## config.mk

```make
export PLATFORM = sky130hd
export DESIGN_NAME = xor_instruction_datapath
export DESIGN_NICKNAME = d
export VERILOG_FILES = /design/src/shared/xor_dp_pkg.sv /design/src/xor_unit.sv /design/src/xor_instruction_datapath.sv
export SDC_FILE = /design/constraint.sdc
export NUM_CORES = 1
export LEC_CHECK = 0
export ABC_AREA = 1
export CORE_MARGIN = 2
export CORE_UTILIZATION = 51
export CTS_CLUSTER_SIZE = 8
export DETAILED_ROUTE_END_ITERATION = 8
export DONT_BUFFER_PORTS = 1
export GPL_ROUTABILITY_DRIVEN = 0
export GPL_TIMING_DRIVEN = 1
export PLACE_DENSITY = 0.69
export SLEW_MARGIN = 25
export SYNTH_ARGS = -nofsm -noshare
export SYNTH_HDL_FRONTEND = slang
export SYNTH_SLANG_ARGS = --single-unit
```

## constraint.sdc

```tcl
create_clock -name mclk -period 1.5 [get_ports mclk]
set_input_delay 0.3 -clock mclk [delete_from_list [all_inputs] [get_ports mclk]]
set_output_delay 0.3 -clock mclk [all_outputs]
set_load 0.01 [all_outputs]
```

## src/shared/xor_dp_pkg.sv

```systemverilog
// Package: encodings, field positions and phase codes of the exclusive-OR datapath
package xor_dp_pkg;
  localparam int INSN_W = 14;
  localparam int DATA_W = 8;
  localparam int ADDR_W = 7;
  // Opcode fields, upper bits of the instruction word
  localparam logic [5:0] XOR_LITERAL_OPC = 6'h3a;
  localparam logic [5:0] XOR_FILE_OPC = 6'h06;
  localparam int OPC_HI = 13;
  localparam int OPC_LO = 8;
  localparam int DEST_BIT = 7;
  localparam int LIT_HI = 7;
  localparam int ADDR_HI = 6;
  localparam logic [DATA_W-1:0] W_RESET = 8'h00;
  localparam logic [DATA_W-1:0] ZERO_BYTE = 8'h00;
  typedef enum logic [1:0] {
    PH_DECODE = 2'b00,
    PH_READ = 2'b01,
    PH_PROCESS = 2'b10,
    PH_WRITE = 2'b11
  } phase_e;
endpackage

```

## src/xor_unit.sv

```systemverilog
// Combinational exclusive-OR with zero detect
`timescale 1ns/1ps
module xor_unit
  import xor_dp_pkg::*;
(
  input wire logic [DATA_W-1:0] a,
  input wire logic [DATA_W-1:0] b,
  output logic [DATA_W-1:0] y,
  output logic zero
);
  always_comb begin
    y = a ^ b;
    zero = (y == ZERO_BYTE);
  end
endmodule

```

## src/xor_instruction_datapath.sv

```systemverilog
// Four-phase execution datapath for the two exclusive-OR instructions
`timescale 1ns/1ps
module xor_instruction_datapath
  import xor_dp_pkg::*;
(
  input wire logic mclk,
  input wire logic reset_n,
  input wire logic insn_valid,
  input wire logic [INSN_W-1:0] insn,
  input wire logic [DATA_W-1:0] file_rdata,
  output logic [ADDR_W-1:0] file_addr,
  output logic file_rd,
  output logic file_we,
  output logic [DATA_W-1:0] file_wdata,
  output logic [DATA_W-1:0] w_reg,
  output logic zero_flag,
  output logic zero_we,
  output logic busy,
  output logic done
);
  // ************************************************
  // Phase sequencer and datapath state
  // ************************************************
  typedef enum logic [1:0] {
    K_NONE = 2'b00,
    K_LIT = 2'b01,
    K_FILE = 2'b10
  } kind_e;

  phase_e phase_r, phase_nxt;
  kind_e kind_r, kind_nxt;
  logic busy_r, busy_nxt;
  logic dest_r, dest_nxt;
  logic [ADDR_W-1:0] addr_r, addr_nxt;
  logic [DATA_W-1:0] opnd_r, opnd_nxt;
  logic [DATA_W-1:0] res_r, res_nxt;
  logic [DATA_W-1:0] w_r, w_nxt;
  logic zf_r, zf_nxt;
  logic zwe_r, zwe_nxt;
  logic rd_r, rd_nxt;
  logic we_r, we_nxt;
  logic done_r, done_nxt;
  logic [DATA_W-1:0] xo;
  logic xz;
  logic take_lit;
  logic take_file;

  // ************************************************
  // Decode helpers
  // ************************************************
  // Opcode match on the upper field of the instruction word
  function automatic logic opcode_is(
    input logic [INSN_W-1:0] word,
    input logic [OPC_HI-OPC_LO:0] opc
  );
    return word[OPC_HI:OPC_LO] == opc;
  endfunction

  // Result lands in the working register unless the file form asks for write-back
  function automatic logic dest_is_w(
    input kind_e kind,
    input logic dest
  );
    return (kind == K_LIT) || !dest;
  endfunction

  // Result lands in the file register only for the file form with write-back
  function automatic logic dest_is_file(
    input kind_e kind,
    input logic dest
  );
    return (kind == K_FILE) && dest;
  endfunction

  // ************************************************
  // Instruction acceptance
  // ************************************************
  // Unknown opcodes are ignored; only this block's two instructions start a cycle
  always_comb begin
    take_lit = insn_valid && !busy_r && opcode_is(insn, XOR_LITERAL_OPC);
    take_file = insn_valid && !busy_r && opcode_is(insn, XOR_FILE_OPC);
  end

  xor_unit xor_unit_inst (
    .a(w_r),
    .b(opnd_r),
    .y(xo),
    .zero(xz)
  );

  // ************************************************
  // Phase sequencer
  // ************************************************
  always_comb begin
    phase_nxt = phase_r;
    kind_nxt = kind_r;
    busy_nxt = busy_r;
    dest_nxt = dest_r;
    addr_nxt = addr_r;
    case (phase_r)
      PH_DECODE: begin
        if (take_lit) begin
          kind_nxt = K_LIT;
          busy_nxt = 1'b1;
          phase_nxt = PH_READ;
        end else if (take_file) begin
          kind_nxt = K_FILE;
          dest_nxt = insn[DEST_BIT];
          addr_nxt = insn[ADDR_HI:0];
          busy_nxt = 1'b1;
          phase_nxt = PH_READ;
        end
      end
      PH_READ: begin
        phase_nxt = PH_PROCESS;
      end
      PH_PROCESS: begin
        phase_nxt = PH_WRITE;
      end
      PH_WRITE: begin
        kind_nxt = K_NONE;
        busy_nxt = 1'b0;
        phase_nxt = PH_DECODE;
      end
      default: begin
        phase_nxt = PH_DECODE;
      end
    endcase
  end

  always_ff @(posedge mclk or negedge reset_n) begin
    if (!reset_n) begin
      phase_r <= PH_DECODE;
      kind_r <= K_NONE;
      busy_r <= 1'b0;
      dest_r <= 1'b0;
      addr_r <= '0;
    end else begin
      phase_r <= phase_nxt;
      kind_r <= kind_nxt;
      busy_r <= busy_nxt;
      dest_r <= dest_nxt;
      addr_r <= addr_nxt;
    end
  end

  // ************************************************
  // Operand, result and working register
  // ************************************************
  // File data is taken at the end of the read strobe cycle, so the store must answer
  // within that cycle; a slower store would need a wait phase that this block lacks
  always_comb begin
    opnd_nxt = opnd_r;
    res_nxt = res_r;
    w_nxt = w_r;
    zf_nxt = zf_r;
    case (phase_r)
      PH_DECODE: begin
        if (take_lit) begin
          opnd_nxt = insn[LIT_HI:0];
        end
      end
      PH_READ: begin
        if (kind_r == K_FILE) begin
          opnd_nxt = file_rdata;
        end
      end
      PH_PROCESS: begin
        res_nxt = xo;
        zf_nxt = xz;
      end
      PH_WRITE: begin
        if (dest_is_w(kind_r, dest_r)) begin
          w_nxt = res_r;
        end
      end
      default: begin
        opnd_nxt = opnd_r;
      end
    endcase
  end

  always_ff @(posedge mclk or negedge reset_n) begin
    if (!reset_n) begin
      opnd_r <= ZERO_BYTE;
      res_r <= ZERO_BYTE;
      w_r <= W_RESET;
      zf_r <= 1'b0;
    end else begin
      opnd_r <= opnd_nxt;
      res_r <= res_nxt;
      w_r <= w_nxt;
      zf_r <= zf_nxt;
    end
  end

  // ************************************************
  // One-cycle strobes
  // ************************************************
  always_comb begin
    rd_nxt = 1'b0;
    zwe_nxt = 1'b0;
    we_nxt = 1'b0;
    done_nxt = 1'b0;
    case (phase_r)
      PH_DECODE: begin
        rd_nxt = take_file;
      end
      PH_PROCESS: begin
        zwe_nxt = 1'b1;
        we_nxt = dest_is_file(kind_r, dest_r);
      end
      PH_WRITE: begin
        done_nxt = 1'b1;
      end
      default: begin
        done_nxt = 1'b0;
      end
    endcase
  end

  always_ff @(posedge mclk or negedge reset_n) begin
    if (!reset_n) begin
      rd_r <= 1'b0;
      zwe_r <= 1'b0;
      we_r <= 1'b0;
      done_r <= 1'b0;
    end else begin
      rd_r <= rd_nxt;
      zwe_r <= zwe_nxt;
      we_r <= we_nxt;
      done_r <= done_nxt;
    end
  end

  // ************************************************
  // Outputs, each straight from its register
  // ************************************************
  always_comb begin
    file_addr = addr_r;
    file_rd = rd_r;
    file_we = we_r;
    file_wdata = res_r;
    w_reg = w_r;
    zero_flag = zf_r;
    zero_we = zwe_r;
    busy = busy_r;
    done = done_r;
  end
endmodule

```

==> impl_metrics.json <==
{
  "end_kind": "register",
  "min_period_ns": 1.38,
  "crit_start": "phase_r[0]$_DFFE_PN0P_",
  "nets": 254,
  "vias": 1346,
  "htreeDepth": 2,
  "drc": 0,
  "slowest_stage": "dfrtp_1",
  "layout-drive-gt1-share": 0.209,
  "ios": 54,
  "first_global_vias": 1285,
  "dpl.hpwl_mm": 2.67,
  "syn2layout_area_growth_pct": 12.8,
  "insertion_delay_ns": 0.30,
  "cp_cell_sequence": "inv_1 -> ha_2 -> inv_2 -> nor2_8 -> inv_4 -> nand2_1 -> o21ai_2",
  "crit_fanout": 13,
  "fin_worst_skew_ns": 0.00819,
  "status": "completed",
  "crit_required_ns": 1.69,
  "die-area_mm2": 0.00438,
  "seq_area_frac_synth": 0.533,
  "grt_pass1_wl_mm": 5.78,
  "synth_cells": 213,
  "cts_tree": "built",
  "dr.pass1.iters": 4,
  "row_count": 22,
  "wirelength_mm": 3.64,
  "wl_per_cell_um": 13.3,
  "grt_max_degree": 43,
  "whs_ns": 0.123,
  "layout_setup_ws_ns": 0.117,
  "antenna_found_initial": 0,
  "netlist_area_mm2": 0.00197,
  "power.leakage_nw": 1.13,
  "cp-start-kind": "register",
  "track_usage": 0.178,
  "timing.fmax_mhz": 723,
  "finalSetupTns_ns": 0,
  "yosysUniqueCellTypes": 24,
  "initial_utilization": 0.535,
  "critPathTopFamily": "flip-flops",
  "synth_area_leaders": "dfrtp_1, nand2_1, o21ai_2",
  "clk_pin_slew_worst_paths_ns": 0.07,
  "finalPower_w": 0.00453,
  "n_antenna_cell": 0,
  "synth_top_area_share": 0.533,
  "drt_iter0_markers": 86,
  "powerDensity_mw_per_mm2": 2040,
  "relSlewSlack": 0.820,
  "clockBufferDepth": 2,
  "grt.overflow.total": 0,
  "critPathMaxStageDelay_ns": 0.43,
  "ir_drop_v": 0.000848,
  "fp.dieH_um": 66.2,
  "arrival_ns": 1.57,
  "critPathKind": "register to register",
  "core_mm2": 0.00369,
  "cts_buffers": 5,
  "post-cts-setup-buffer-count": 0,
  "hold_viol": 0,
  "ys_warn_count": 0,
  "drv_slew": 0,
  "synth_largest_area_cell": "dfrtp_1",
  "worstHoldStart": "insn[6]",
  "fin_cells": 273,
  "die_w_um": 66.2,
  "postRouteAntennaNets": 0,
  "hold_path.class": "input port to register",
  "syn_nets": 243,
  "root_buffer": "clkbuf_8",
  "tightest_slew_ns": 0.267,
  "vias_per_cell": 4.93,
  "synth-seq-cells": 42,
  "setup_viol": 0,
  "pre_cts_ws_ns": -0.0235,
  "rsz0062_at_grt": "no",
  "crit_buf_inv": 3,
  "synth.avg_cell_area_um2": 9.26,
  "maxCapViolations": 0,
  "port_buffers": 0,
  "r2r-start": "phase_r[0]$_DFFE_PN0P_",
  "min_period_over_period": 0.922,
  "numPlacedInstances": 262,
  "clkSinkCount": 42
}
==> cell usage in the layout, fill, tap and decap left out, drive strengths merged, types with 3 or more instances in the layout <==
master and n:
mux2i 3, nand2 79, clkbuf 6, ha 5, o21ai 30, nand3 10
nor2 8, inv 20, xnor2 7, dfrtp 42, buf 7
==> metrics by stage <==
step	utilization	area, um2
2_1_floorplan	-	1970
3_3_place_gp	0.554	2040
3_5_place_dp	0.554	2040
4_1_cts	0.593	2190
5_1_grt	0.603	2220
6_report	0.603	2220
==> repair_timing <==
| action | CTS | global route |
|---|---|---|
| hold buffers | 2 | 0 |
| resized for setup | 1 | 8 |
| endpoints found under the setup margin | 8 | 13 |
| cloned | 0 | 1 |
| pin swaps | 0 | 1 |
| hold endpoints to repair | 42 | 0 |
==> path summary, 6_finish.rpt <==
| check | end | slack [ns] | cells after the start |
|---|---|---|---|
| setup / recovery | file_addr[2]$_DFFE_PN0P_ | 0.12 | 7 |
| hold / removal | file_addr[6]$_DFFE_PN0P_ | 0.12 | 2 |
| setup reg to reg | file_addr[2]$_DFFE_PN0P_ | 0.12 | 7 |
| hold reg to reg | kind_r[0]$_DFFE_PN0P_ | 0.48 | 2 |
| max in group asynchronous | kind_r[0]$_DFFE_PN0P_ | 0.84 | 2 |
| min in group asynchronous | w_reg[7]$_DFFE_PN0P_ | 0.46 | 2 |
==> report_power, final <==
group | switching [W] | internal (W) | total (W)
Clock | 0.000376 | 0.000496 | 0.000873
Combinational | 0.000995 | 0.000684 | 0.00168
Sequential | 0.000446 | 0.00153 | 0.00198
==> per-layer routing <==
layer  up-vias  part of all wire  global-route usage
li1        692                 -                   -
met1       598              0.44               0.221
met2        53              0.45               0.268
met3         3             0.097              0.0784
met4         0            0.0088              0.0765
met5         -                 0                   0
==> kinds of logic after synthesis <==
| logic type | count (synthesis) | synth area share |
|---|---|---|
| multiplexers | 3 | 0.0152 |
| flip-flops | 42 | 0.533 |
| buffers and inverters | 25 | 0.0571 |
| AO/OA/AOI/OAI | 33 | 0.112 |
| AND/OR/NAND/NOR | 98 | 0.220 |
| XOR/XNOR | 7 | 0.0311 |
| adder cells (fa/ha/maj) | 5 | 0.0317 |
==> cell usage after synthesis <==
cell and instances:
o21ai_0 15, nand2_2 6, a21oi_1 2, nor2_4 1, mux2i_1 3, o21ai_2 14, o21a_1 1, buf_6 2
ha_1 5, nor2_2 1, dfrtp_1 42, o21ai_1 1, clkbuf_1 2, inv_4 1, nand2_1 71, nor2_1 5
buf_2 1, nand2_4 1, nand3_1 10, inv_2 2, xnor2_1 7, nor2_8 1, nand4_1 2, inv_1 17
==> layout make-up <==
type | instances | area, um2
multi-input combinational | 147 | 848
clock buffer | 6 | 72.6
tap | 48 | 60.1
timing repair buffer | 8 | 75.1
inverter | 20 | 80.1
clock inverter | 2 | 37.5
sequential | 42 | 1050
fill | 332 | 1460
(Power assumes the default switching activity.)
